<file path="src/common/adc_ctrl_pkg.sv">
// Package: register map, field layout, codes and timing for the converter control block
package adc_ctrl_pkg;

  // Register byte addresses (word aligned)
  localparam logic [11:0] control_addr     = 12'h000;
  localparam logic [11:0] config_addr      = 12'h004;
  localparam logic [11:0] trigger_addr     = 12'h008;
  localparam logic [11:0] result_high_addr = 12'h00c;
  localparam logic [11:0] result_low_addr  = 12'h010;
  localparam logic [11:0] status_addr      = 12'h014;

  // Control register fields
  localparam int enable_bit   = 0;
  localparam int go_bit       = 1;
  localparam int chan_lsb     = 2;
  localparam int chan_w       = 6;

  // Config register fields
  localparam int pref_lsb     = 0;
  localparam int nref_bit     = 2;
  localparam int cs_lsb       = 4;
  localparam int justify_bit  = 7;
  localparam logic [7:0] config_mask  = 8'hf7;
  localparam logic [7:0] trigger_mask = 8'h1f;
  localparam logic [7:0] reg_reset    = 8'h00;

  // Status register fields
  localparam int irq_flag_bit = 0;
  localparam int busy_bit     = 1;

  // Conversion clock select codes
  typedef enum logic [2:0] {
    cs_div2  = 3'b000,
    cs_div8  = 3'b001,
    cs_div32 = 3'b010,
    cs_rc_a  = 3'b011,
    cs_div4  = 3'b100,
    cs_div16 = 3'b101,
    cs_div64 = 3'b110,
    cs_rc_b  = 3'b111
  } conv_clock_select_t;

  // Positive reference codes
  typedef enum logic [1:0] {
    pref_supply   = 2'b00,
    pref_reserved = 2'b01,
    pref_pin      = 2'b10,
    pref_fixed    = 2'b11
  } pos_ref_select_t;

  // Reference routing towards the analog switches, one enable bit per switch
  typedef struct packed {
    logic pos_supply;
    logic pos_pin;
    logic pos_fixed;
    logic neg_ground;
    logic neg_pin;
  } ref_route_t;

  // Trigger source bundle
  typedef struct packed {
    logic       timer0_ovf_flag;
    logic       timer1_ovf_flag;
    logic       timer2_period_match;
    logic       timer3_ovf_flag;
    logic       timer4_period_match;
    logic       timer5_ovf_flag;
    logic       timer6_period_match;
    logic [1:0] comparator;
    logic [3:0] logic_cell;
    logic [3:0] capture_compare;
  } trigger_sources_t;

  // Converter core handshake and conversion clock divider sizing
  localparam int result_w = 10;
  localparam int ticks_per_conversion = 12;
  localparam int div_w = 6;
  localparam logic [div_w-1:0] div_max = 6'h3f;

endpackage

</file>
<file path="src/hw/adc_config_trigger_result.sv">
// Converter control: APB registers, references, trigger, conversion sequencing, results
//
// How it works
// - Right justify clears upper six high bits
// - Left justify clears lower six low bits
// - Clock select picks system clock divider
// - Codes 011 and 111 pick RC clock
// - Negative reference: ground or external pin
// - Disabled converter disconnects all multiplexer inputs
// - Positive reference: supply, pin, fixed reference
// - Trigger select zero disables auto trigger
// - Trigger codes map to timer sources
// - Trigger codes map comparators, cells, capture units
// - Selected trigger acts on rising edge
// - Timer overflow trigger is flag setting
// - Left justify result placement
// - Right justify result placement
// - Control bits reset zero; results keep
// - Unimplemented bits read zero, ignore writes
// - Go flag starts, stays, self clears
// - Enable bit powers the converter
// - Channel field routes input; reserved none
//
// Added by the designer: register access over APB and the placing of the registers.
`timescale 1ns/1ps
module adc_config_trigger_result
  import adc_ctrl_pkg::*;
#(
  parameter int CONV_TICKS = adc_ctrl_pkg::ticks_per_conversion  // Ticks per conversion
) (
  input  wire logic                           clock,            // 125 MHz system clock
  input  wire logic                           rst,              // Synchronous reset, high
  input  wire logic                           psel,             // APB select
  input  wire logic                           penable,          // APB access phase
  input  wire logic                           pwrite,           // APB write
  input  wire logic [11:0]                    paddr,            // APB byte address
  input  wire logic [31:0]                    pwdata,           // APB write data
  output logic                                pready,           // APB ready
  output logic [31:0]                         prdata,           // APB read data
  output logic                                pslverr,          // APB error
  input  wire adc_ctrl_pkg::trigger_sources_t trig_sources,     // Auto trigger sources
  input  wire logic                           rc_tick,          // RC oscillator tick
  input  wire logic [9:0]                     core_result,      // Analog core result bits
  output logic                                converter_enable, // Converter powered
  output adc_ctrl_pkg::ref_route_t            ref_route,        // Reference switch enables
  output logic [5:0]                          channel_select,   // Channel routed to core
  output logic                                channel_connect,  // Channel switch closed
  output logic                                sample_hold,      // Core converting
  output logic                                conv_tick,        // Conversion clock enable
  output logic                                dedicated_rc_clock, // RC clock in use
  output logic                                converter_irq_flag  // Conversion done flag
);
  import adc_ctrl_pkg::*;

  // The tick countdown is eight bits wide, so longer conversions cannot be counted
  if (CONV_TICKS < 1 || CONV_TICKS > 255) begin : g_ticks_check
    $error("CONV_TICKS out of range");
  end

  typedef enum logic [0:0] {
    st_idle = 1'b0,
    st_conv = 1'b1
  } conv_state_t;

  conv_state_t      state;
  logic [7:0]       control;
  logic [7:0]       converter_config;
  logic [7:0]       auto_trigger_source;
  logic [7:0]       result_high;
  logic [7:0]       result_low;
  logic [7:0]       ticks_left;
  logic             go;
  logic             irq_flag;
  logic             trig_fire;
  logic             tick;

  // APB decode
  wire access   = psel && penable;
  wire wr       = access && pwrite;
  wire hit_ctl  = (paddr == control_addr);
  wire hit_cfg  = (paddr == config_addr);
  wire hit_trg  = (paddr == trigger_addr);
  wire hit_rh   = (paddr == result_high_addr);
  wire hit_rl   = (paddr == result_low_addr);
  wire hit_st   = (paddr == status_addr);
  wire mapped   = hit_ctl || hit_cfg || hit_trg || hit_rh || hit_rl || hit_st;

  assign pready  = 1'b1;
  assign pslverr = access && !mapped;

  // Field views
  wire        enabled     = control[enable_bit];
  wire        justify     = converter_config[justify_bit];
  wire [2:0]  cs_code     = converter_config[cs_lsb +: 3];
  wire [1:0]  pref_code   = converter_config[pref_lsb +: 2];
  wire        nref        = converter_config[nref_bit];
  wire [5:0]  chan        = control[chan_lsb +: chan_w];

  // Channel codes with nothing behind them
  wire chan_reserved = (chan == 6'h03) || (chan >= 6'h06 && chan <= 6'h0b) ||
                       (chan >= 6'h18 && chan <= 6'h3b);

  // Start requests from software or trigger, ignored while busy or disabled
  wire sw_start  = wr && hit_ctl && pwdata[go_bit] && pwdata[enable_bit];
  wire hw_start  = trig_fire && enabled;
  wire start     = (state == st_idle) && (sw_start || hw_start);
  wire finish    = (state == st_conv) && tick && (ticks_left == 8'h01);

  // Justified result images
  wire [7:0] next_high = justify ? {6'h00, core_result[9:8]}
                                 : core_result[9:2];
  wire [7:0] next_low  = justify ? core_result[7:0]
                                 : {core_result[1:0], 6'h00};

  trigger_select u_trigger (
    .clock   (clock),
    .rst     (rst),
    .sources (trig_sources),
    .select  (auto_trigger_source[4:0]),
    .fire    (trig_fire)
  );

  conv_clock_gen u_clock (
    .clock    (clock),
    .rst      (rst),
    .run      (state == st_conv),
    .select   (conv_clock_select_t'(cs_code)),
    .rc_tick  (rc_tick),
    .tick     (tick),
    .using_rc (dedicated_rc_clock)
  );

  // Configuration registers
  always_ff @(posedge clock) begin
    if (rst) begin
      control             <= reg_reset;
      converter_config    <= reg_reset;
      auto_trigger_source <= reg_reset;
    end else begin
      if (wr && hit_ctl) begin
        control <= {pwdata[7:2], 1'b0, pwdata[0]};
      end
      if (wr && hit_cfg) begin
        converter_config <= pwdata[7:0] & config_mask;
      end
      if (wr && hit_trg) begin
        auto_trigger_source <= pwdata[7:0] & trigger_mask;
      end
    end
  end

  // Conversion sequencer
  always_ff @(posedge clock) begin
    if (rst) begin
      state      <= st_idle;
      go         <= 1'b0;
      ticks_left <= 8'h00;
    end else begin
      unique case (state)
        st_idle: begin
          if (start) begin
            state      <= st_conv;
            go         <= 1'b1;
            ticks_left <= CONV_TICKS[7:0];
          end
        end
        st_conv: begin
          if (!enabled) begin
            state <= st_idle;
            go    <= 1'b0;
          end else if (finish) begin
            state <= st_idle;
            go    <= 1'b0;
          end else if (tick) begin
            ticks_left <= ticks_left - 8'h01;
          end
        end
      endcase
    end
  end

  // Results are not reset: they keep their contents across resets
  always_ff @(posedge clock) begin
    if (finish && enabled) begin
      result_high <= next_high;
      result_low  <= next_low;
    end else begin
      if (wr && hit_rh) begin
        result_high <= pwdata[7:0];
      end
      if (wr && hit_rl) begin
        result_low <= pwdata[7:0];
      end
    end
  end

  // Done flag; a completion in the clearing cycle wins
  always_ff @(posedge clock) begin
    if (rst) begin
      irq_flag <= 1'b0;
    end else if (finish && enabled) begin
      irq_flag <= 1'b1;
    end else if (wr && hit_st && pwdata[irq_flag_bit]) begin
      irq_flag <= 1'b0;
    end
  end

  // Read mux
  logic [7:0] rd_byte;
  always_comb begin
    rd_byte = 8'h00;
    if (hit_ctl) rd_byte = {control[7:2], go, control[0]};
    if (hit_cfg) rd_byte = converter_config;
    if (hit_trg) rd_byte = auto_trigger_source;
    if (hit_rh)  rd_byte = result_high;
    if (hit_rl)  rd_byte = result_low;
    if (hit_st)  rd_byte = {6'h00, go, irq_flag};
  end

  always_ff @(posedge clock) begin
    if (rst) begin
      prdata <= 32'h0000_0000;
    end else if (psel && !penable && !pwrite) begin
      prdata <= {24'h00_0000, rd_byte};
    end
  end

  // Analog routing, all open while disabled
  assign converter_enable   = enabled;
  assign ref_route.pos_supply = enabled && (pref_code == pref_supply);
  assign ref_route.pos_pin    = enabled && (pref_code == pref_pin);
  assign ref_route.pos_fixed  = enabled && (pref_code == pref_fixed);
  assign ref_route.neg_ground = enabled && !nref;
  assign ref_route.neg_pin    = enabled && nref;
  assign channel_select     = chan;
  assign channel_connect    = enabled && !chan_reserved;
  assign sample_hold        = (state == st_conv);
  assign conv_tick          = tick;
  assign converter_irq_flag = irq_flag;

endmodule

</file>
<file path="src/hw/conv_clock_gen.sv">
// Conversion clock tick generator: system clock dividers or the RC clock
`timescale 1ns/1ps
module conv_clock_gen
  import adc_ctrl_pkg::*;
(
  input  wire logic                             clock,     // System clock
  input  wire logic                             rst,       // Synchronous reset
  input  wire logic                             run,       // Divider runs while high
  input  wire adc_ctrl_pkg::conv_clock_select_t select,    // Clock select code
  input  wire logic                             rc_tick,   // RC oscillator tick, synchronous
  output logic                                  tick,      // One-cycle conversion clock enable
  output logic                                  using_rc   // RC clock selected
);
  import adc_ctrl_pkg::*;

  logic [div_w-1:0] count;
  logic [div_w-1:0] limit;

  always_comb begin
    unique case (select)
      cs_div2:  limit = 6'h01;
      cs_div4:  limit = 6'h03;
      cs_div8:  limit = 6'h07;
      cs_div16: limit = 6'h0f;
      cs_div32: limit = 6'h1f;
      cs_div64: limit = div_max;
      default:  limit = 6'h00;
    endcase
  end

  assign using_rc = (select == cs_rc_a) || (select == cs_rc_b);
  wire   div_tick = run && (count == limit);

  always_ff @(posedge clock) begin
    if (rst || !run || div_tick) begin
      count <= '0;
    end else begin
      count <= count + 6'h01;
    end
  end

  assign tick = using_rc ? (run && rc_tick) : div_tick;

endmodule

</file>
<file path="src/hw/trigger_select.sv">
// Auto-conversion trigger multiplexer with rising edge detection
`timescale 1ns/1ps
module trigger_select
  import adc_ctrl_pkg::*;
(
  input  wire logic                           clock,    // System clock
  input  wire logic                           rst,      // Synchronous reset
  input  wire adc_ctrl_pkg::trigger_sources_t sources,  // Peripheral event levels
  input  wire logic [4:0]                     select,   // Trigger source code
  output logic                                fire      // One-cycle trigger pulse
);
  import adc_ctrl_pkg::*;

  logic chosen;
  logic chosen_q;
  wire  sel_zero = (select == 5'h00);

  always_comb begin
    unique case (select)
      5'h01:   chosen = sources.timer4_period_match;
      5'h02:   chosen = sources.timer6_period_match;
      5'h03:   chosen = sources.timer0_ovf_flag;
      5'h04:   chosen = sources.timer1_ovf_flag;
      5'h05:   chosen = sources.timer2_period_match;
      5'h06:   chosen = sources.comparator[0];
      5'h07:   chosen = sources.comparator[1];
      5'h08:   chosen = sources.logic_cell[0];
      5'h09:   chosen = sources.logic_cell[1];
      5'h0a:   chosen = sources.logic_cell[2];
      5'h0b:   chosen = sources.logic_cell[3];
      5'h0c:   chosen = sources.capture_compare[0];
      5'h0d:   chosen = sources.capture_compare[1];
      5'h0e:   chosen = sources.capture_compare[2];
      5'h0f:   chosen = sources.capture_compare[3];
      5'h10:   chosen = sources.timer3_ovf_flag;
      5'h11:   chosen = sources.timer5_ovf_flag;
      default: chosen = 1'b0;
    endcase
  end

  // Changing the select may show a false edge; the history is kept after the multiplexer, not per source
  always_ff @(posedge clock) begin
    if (rst) begin
      chosen_q <= 1'b0;
    end else begin
      chosen_q <= chosen;
    end
  end

  assign fire = !sel_zero && chosen && !chosen_q;

endmodule

</file>
<file path="config.mk">
export PLATFORM = sky130hd
export DESIGN_NAME = adc_config_trigger_result
export DESIGN_NICKNAME = d
export VERILOG_FILES = /design/src/common/adc_ctrl_pkg.sv /design/src/hw/adc_config_trigger_result.sv /design/src/hw/conv_clock_gen.sv /design/src/hw/trigger_select.sv
export SDC_FILE = /design/constraint.sdc
export NUM_CORES = 1
export LEC_CHECK = 0
export BUFFER_PORTS_ARGS = -buffer_cell sky130_fd_sc_hd__buf_2
export CAP_MARGIN = 20
export CORE_MARGIN = 2
export CORE_UTILIZATION = 47
export CTS_BUF_LIST = sky130_fd_sc_hd__clkbuf_4
export DETAILED_ROUTE_END_ITERATION = 6
export PLACE_DENSITY = 0.75
export SYNTH_ARGS = -nofsm -noshare
export SYNTH_HDL_FRONTEND = slang
export SYNTH_SLANG_ARGS = --single-unit
</file>
<file path="constraint.sdc">
create_clock -name clock -period 2.3 [get_ports clock]
set_input_delay 0.23 -clock clock [delete_from_list [all_inputs] [get_ports clock]]
set_output_delay 0.23 -clock clock [all_outputs]
set_load 0.01 [all_outputs]
</file>
==> results.py, run 1 <==
metrics = {
    "status": {
        "status": "complete, but fails checks",
        "failed_checks": "negative setup slack",
    },
    "placed_design": {
        "dp_slack_ps": -208.4,
        "place_hpwl_mm": 6.865,
        "port_buffers": 78,
        "place_inst": 590,
        "gp_congestion": 0.9281,
    },
    "clocking": {
        "htreeDepth": 3,
        "worstSkewPairLatency_ps": 420,
        "cts_buffer_depth": 2,
        "path_clk_slew_ps": 100,
        "numClockSinks": 61,
        "cts_tree": "built",
        "cts_hold_buf": 0,
        "clock-root-buffer": "clkbuf_4",
        "cts_buffers": 9,
    },
    "power_and_ir_drop": {
        "switching_power_mw": 0.5069,
        "ir_worst_vdd_mv": 0.2458,
        "power.density_nw_per_um2": 432.7,
        "total_leakage_power_nw": 1.866,
        "power_frac_comb_pct": 8.2,
        "p_clk_share_pct": 36.3,
        "pwr-share-seq_pct": 55.5,
        "p_sw_share_pct": 25.53,
        "internal_power_mw": 1.478,
    },
    "global_routing": {
        "track_usage_pct": 22.06,
        "grt_pass1_vias": 3123,
        "grt_overflow": 0,
        "antenna_found_initial": 1,
        "grt_pass1_wl_mm": 14.90,
        "grt_max_degree": 44,
    },
    "setup_path": {
        "crit_type": "flop to output port",
        "ff2ff_path_depth": 12,
        "ff2ff_setup_slack_ps": -250,
        "worstReg2RegEnd": "ticks_left[4]",
        "crit_path_start_kind": "flop",
        "reg2reg_from": "converter_config[5]",
        "crit_fanout": 3,
        "cp-end-kind": "output port",
        "critPathArrivalTime_ps": 2330,
        "cp.required_ps": 2070,
    },
    "final_layout": {
        "drive_above_1_share_pct": 32.10,
        "area_delta_synth_final_pct": 25.15,
        "final_util_pct": 60.00,
        "final_nets": 589,
        "fin_cells": 617,
    },
    "sta": {
        "setup_violations": 15,
        "setup_slack_ps": -256.6,
        "fin_crit_sh_pct": 111.2,
        "period_needed_ps": 2557,
        "grt_setup_unrepaired": "true",
        "slew_viol_final": 0,
        "slew_headroom_pct": 41.84,
        "finClkSkew_ps": 17.16,
        "tns_ps": -1744,
        "tightest_slew_ps": 872.4,
        "hold_viol_final": 0,
        "fmax_mhz": 391.1,
    },
    "routing": {
        "drt-initial-drc-count": 285,
        "drc": 0,
        "dr.pass1.iters": 5,
        "routedWlPerCell_um": 15.79,
        "viasPerCell": 5.713,
        "vias": 3525,
        "ant_nets": 0,
        "drt_wl_total_mm": 9.740,
    },
    "synthesis": {
        "yosys_warnings": 0,
        "syn_area_sq_um": 3666,
        "async_flop_share_pct": 0,
        "yosysUniqueCellTypes": 65,
        "ys.flop_type": "dfxtp_1",
        "ys_ff_latch": 61,
        "syn_area_per_cell_sq_um": 8.942,
        "postSynthCellCount": 410,
        "ys_seq_area_share_pct": 37.68,
        "synth-edff-count": 16,
    },
    "min_path": {
        "holdPathEnd": "control[7]",
        "worstHoldPathCells": 3,
        "hold_path.class": "input pin to flop",
        "hp-start": "pwdata[7]",
    },
    "floorplan": {
        "io_pins": 128,
        "row_count": 32,
        "core_sq_um": 7647,
        "die_area_sq_um": 8522,
        "start_util_pct": 47.94,
        "die_w_um": 92.32,
        "die_h_um": 92.32,
    },
    "run": {
        "maxCapViolations": 0,
    },
}
[state kept, by name, summed over array words and instances, names as in the netlist]
signal / flops
result_low: 8
go: 1
result_high: 8
u_trigger.chosen_q: 1
converter_config: 7
converter_irq_flag: 1
ticks_left: 8
u_clock.count: 6
prdata: 8
auto_trigger_source: 5
control: 7
sample_hold: 1
[metal layers]
layer / vias to the layer above / track usage, % / routed length (um)
met5: - / 0 / 0
met4: 0 / 11.94 / 271
met3: 27 / 2.929 / 742
met2: 175 / 35.16 / 4541
met1: 1663 / 29.07 / 4185
li1: 1660 / - / -
[timing repair]
action,in CTS,in global routing
gates cloned,2,0
pin swaps,12,13
gates resized for setup,17,20
setup endpoints to repair,39,42
buffers inserted,7,4
[layout make-up]
class                   count  area (sq um)
clock inverters             7         56.30
clock buffers               9         67.56
repair buffers            116         709.4
diodes                      1         2.502
multi-input cells         311          2203
inverters                  10         37.54
flip-flops and latches     61          1384
fillers                   671          3059
well taps                 102         127.6
[power groups by stage]
stage                     Combinational [mW]  Sequential [mW]  Clock (mW)
after floorplan                        0.115             1.13           0
after global placement                 0.155             1.13           0
after detailed placement               0.159             1.13           0
after CTS                              0.160             1.10       0.717
after global routing                   0.178             1.10       0.784
final                                  0.163             1.10       0.721
[Yosys cell counts, drive strengths merged (10+ instances only)]
cell     n  share of area, %
nor2    47               4.8
dfxtp   45                25
mux2i   33               9.0
nand2   32               3.3
buf     31               5.8
clkbuf  21               2.2
o21ai   19               2.6
edfxtp  16                13
nand3   12               1.6
a21oi   10               1.7
inv     10               1.0
[worst max-delay path, cell delays in order, from the launching register on]
cell     delay (ps)
dfxtp_2         330
or4b_1          510
a31o_1          200
a211o_1         290
a21oi_4         140
buf_6           120
or2_4           110
and2_1          110
buf_2           120
[through the flow]
stage | hold WS [ps] | power, mW | instance area [sq um]
2_1_floorplan | 377.2 | 1.242 | 3767
3_3_place_gp | 445.7 | 1.281 | 4209
3_5_place_dp | 451.7 | 1.284 | 4209
4_1_cts | 101.3 | 1.978 | 4471
5_1_grt | 98.43 | 2.064 | 4588
6_report | 103.5 | 1.985 | 4588
[placed cells by master (no fill, tap or decap), drive strengths merged, types with 3 or more instances in the layout]
cell type  count
a22o           8
a21oi         10
nand3         12
clkinv         6
dfxtp         45
buf          116
clkbuf         9
nand3b         3
a311oi         3
nand4          8
nor2          47
xnor2          4
nor3           6
nor3b          5
o32ai          3
or2            3
nand2         32
inv           10
and2           5
o2111ai        5
o31ai          3
nor4           3
mux2i         33
or3            3
conb          25
a31oi          5
o211ai         3
ha             3
edfxtp        16
a41oi          3
mux4           3
mux2           6
and3           6
o21ai         20
nor2b          8
[worst max path at each step]
stage                          to                start  depth (start not counted)
detailed placement  ticks_left[2]  converter_config[4]                          8
finish                  conv_tick  converter_config[4]                          8
global placement    result_low[4]  converter_config[5]                          8
global route            conv_tick  converter_config[4]                          8
floorplan           ticks_left[3]  converter_config[4]                          7
CTS                     conv_tick  converter_config[4]                          8
[cell families (layout without fill, tap and decap cells)]
group           Yosys count  count (layout)  synth area share [%]
fa+ha+maj                 3               3                 1.024
xor+xnor                  6               6                 1.433
other cells               2              26                0.2049
simple gates            154             154                 21.54
compound gates           80              81                 16.42
flops                    61              61                 37.68
mux                      42              42                 12.70
buf+inv                  62             142                 9.010
Note: power is estimated with default switching activity, not from simulation.
==> inputs of run 2 (changes only) <==
--- a/config.mk
+++ b/config.mk
@@ -11,6 +11,7 @@
 export CORE_UTILIZATION = 47
 export CTS_BUF_LIST = sky130_fd_sc_hd__clkbuf_4
 export DETAILED_ROUTE_END_ITERATION = 6
+export HOLD_SLACK_MARGIN = 0.12
 export PLACE_DENSITY = 0.75
 export SYNTH_ARGS = -nofsm -noshare
 export SYNTH_HDL_FRONTEND = slang
==> results.py, run 2 (same netlist as run 1, synthesis figures left out) <==
metrics = {
    "status": {
        "status": "complete, but fails checks",
        "failed_checks": "negative setup slack",
    },
    "final_layout": {
        "nFillCells": 669,
        "area_delta_synth_final_pct": 25.70,
        "post-route-cell-area_sq_um": 4608,
        "final_nets": 591,
        "multiInputGateArea_sq_um": 2203,
        "seq_area_sq_um": 1384,
        "layout_common_cells": "78 x buf_2, 47 x nor2_1, 43 x dfxtp_1",
        "final_common_cell": "buf_2",
        "drive_above_1_share_pct": 31.98,
    },
    "global_routing": {
        "track_usage_pct": 22.10,
        "grt_overflow": 0,
        "grt_pass1_vias": 3135,
        "grt_pass1_wl_mm": 14.92,
        "grt_max_degree": 44,
        "antenna_found_initial": 1,
    },
    "placed_design": {
        "place_hpwl_mm": 6.865,
        "gp_congestion": 0.9281,
        "port_buffers": 78,
        "placedInstanceArea_sq_um": 4209,
    },
    "sta": {
        "tightest_slew_ps": 862.6,
        "hold_ws_ps": 131.5,
        "setup_slack_ps": -252.6,
        "slew_headroom_pct": 42.49,
        "tns_ps": -1699,
        "slew_viol_final": 0,
        "fin_crit_sh_pct": 111.0,
        "finClkSkew_ps": 18.78,
        "grt_setup_unrepaired": "true",
        "hold_viol_final": 0,
        "setup_violations": 15,
        "fmax_mhz": 391.8,
        "period_needed_ps": 2553,
    },
    "routing": {
        "dr_wl_met3_um": 678,
        "wl_met2_mm": 4.579,
        "dr.pass1.iters": 5,
        "met1_length_mm": 4.210,
        "top_layer": "met4",
        "drc": 0,
        "ant_nets": 0,
        "vias": 3515,
        "viasPerCell": 5.679,
        "routedWlPerCell_um": 15.72,
        "drt-initial-drc-count": 223,
        "drt_wl_total_mm": 9.732,
    },
    "clocking": {
        "path_clk_slew_ps": 100,
        "worstSkewPairLatency_ps": 410,
        "clock-root-buffer": "clkbuf_4",
        "cts_buffer_depth": 2,
        "numClockSinks": 61,
        "cts_tree": "built",
        "htreeDepth": 3,
        "cts_buffers": 9,
    },
    "setup_path": {
        "critPathArrivalTime_ps": 2320,
        "worst_path_max_delay_cell": "or4b_1",
        "worstReg2RegEnd": "ticks_left[4]",
        "cp.required_ps": 2070,
        "cpPeakStageDelay_ps": 510,
        "crit_type": "flop to output port",
        "path_cells": "or4b_1, a31o_1, a211o_1, a21oi_4, buf_6, or2_4, and2_1, buf_2",
        "cp-end-kind": "output port",
        "ff2ff_setup_slack_ps": -250,
        "crit_fanout": 3,
        "reg2reg_from": "converter_config[5]",
        "ff2ff_path_depth": 12,
        "crit_path_start_kind": "flop",
    },
    "power_and_ir_drop": {
        "internal_power_mw": 1.481,
        "power_frac_comb_pct": 8.3,
        "switching_power_mw": 0.5071,
        "pwr-share-seq_pct": 55.4,
        "power.density_nw_per_um2": 431.4,
        "p_sw_share_pct": 25.51,
        "p_clk_share_pct": 36.3,
        "total_leakage_power_nw": 1.874,
        "ir_worst_vdd_mv": 0.2458,
    },
    "floorplan": {
        "io_pins": 128,
        "row_count": 32,
        "die_area_sq_um": 8522,
        "die_w_um": 92.32,
        "start_util_pct": 47.94,
        "core_sq_um": 7647,
        "die_h_um": 92.32,
    },
    "min_path": {
        "hp-start": "pwdata[5]",
        "hold_path.class": "input pin to flop",
        "worstHoldPathCells": 3,
        "holdPathEnd": "control[5]",
    },
    "run": {
        "maxCapViolations": 0,
    },
}
-- run 2: final cells by class --
type | count | share of cell area, %
timing repair buffer | 118 | 15.83
antenna | 1 | 0.05430
tap | 102 | 2.769
inverter | 10 | 0.8146
clock inverter | 7 | 1.222
sequential | 61 | 30.03
multi-input combinational | 311 | 47.81
clock buffer | 9 | 1.466
-- run 2: timing repair --
item                                    4_1_cts  5_1_grt
hold endpoints to repair                      3        0
resized for setup                            17       20
pin swaps                                    12       13
setup buffers                                 7        4
gates cloned                                  2        0
endpoints found under the setup margin       39       42
hold buffers                                  2        0
-- run 2: how the worst max path moves through the flow --
stage,startpoint,cells past startpoint,to
after CTS,converter_config[4],8,conv_tick
after detailed placement,converter_config[4],8,ticks_left[2]
after floorplan,converter_config[4],7,ticks_left[3]
after global routing,converter_config[4],8,conv_tick
final,converter_config[4],8,conv_tick
after global placement,converter_config[5],8,result_low[4]
-- run 2: metrics by stage --
stage / worst slack, ps / util, % / power [mW] / cells
floorplan: 15.28 / - / 1.242 / 433
global placement: -88.62 / 55.04 / 1.281 / 590
detailed placement: -208.4 / 55.04 / 1.284 / 590
CTS: -261.5 / 58.72 / 1.980 / 617
global route: -348.0 / 60.26 / 2.067 / 619
finish: -252.6 / 60.26 / 1.988 / 619
-- run 2: power by group through the flow --
stage	Combinational, mW	Sequential [mW]	Clock, mW
after floorplan	0.115	1.13	0
after global placement	0.155	1.13	0
after detailed placement	0.159	1.13	0
after CTS	0.162	1.10	0.717
after global routing	0.181	1.10	0.784
final	0.166	1.10	0.721
-- run 2: per-layer routing --
metal / up-vias / GRT usage, %
met3: 27 / 2.929
li1: 1664 / -
met4: 0 / 11.94
met2: 153 / 35.28
met5: - / 0
met1: 1671 / 29.07
-- run 2: critical path: cells and delay by family (launching register included) --
family                 cells  cell delay (ps)
AOI/OAI and AO/OA          3              630
buffers and inverters      2              240
DFF                        1              330
and+or+nand+nor            3              730
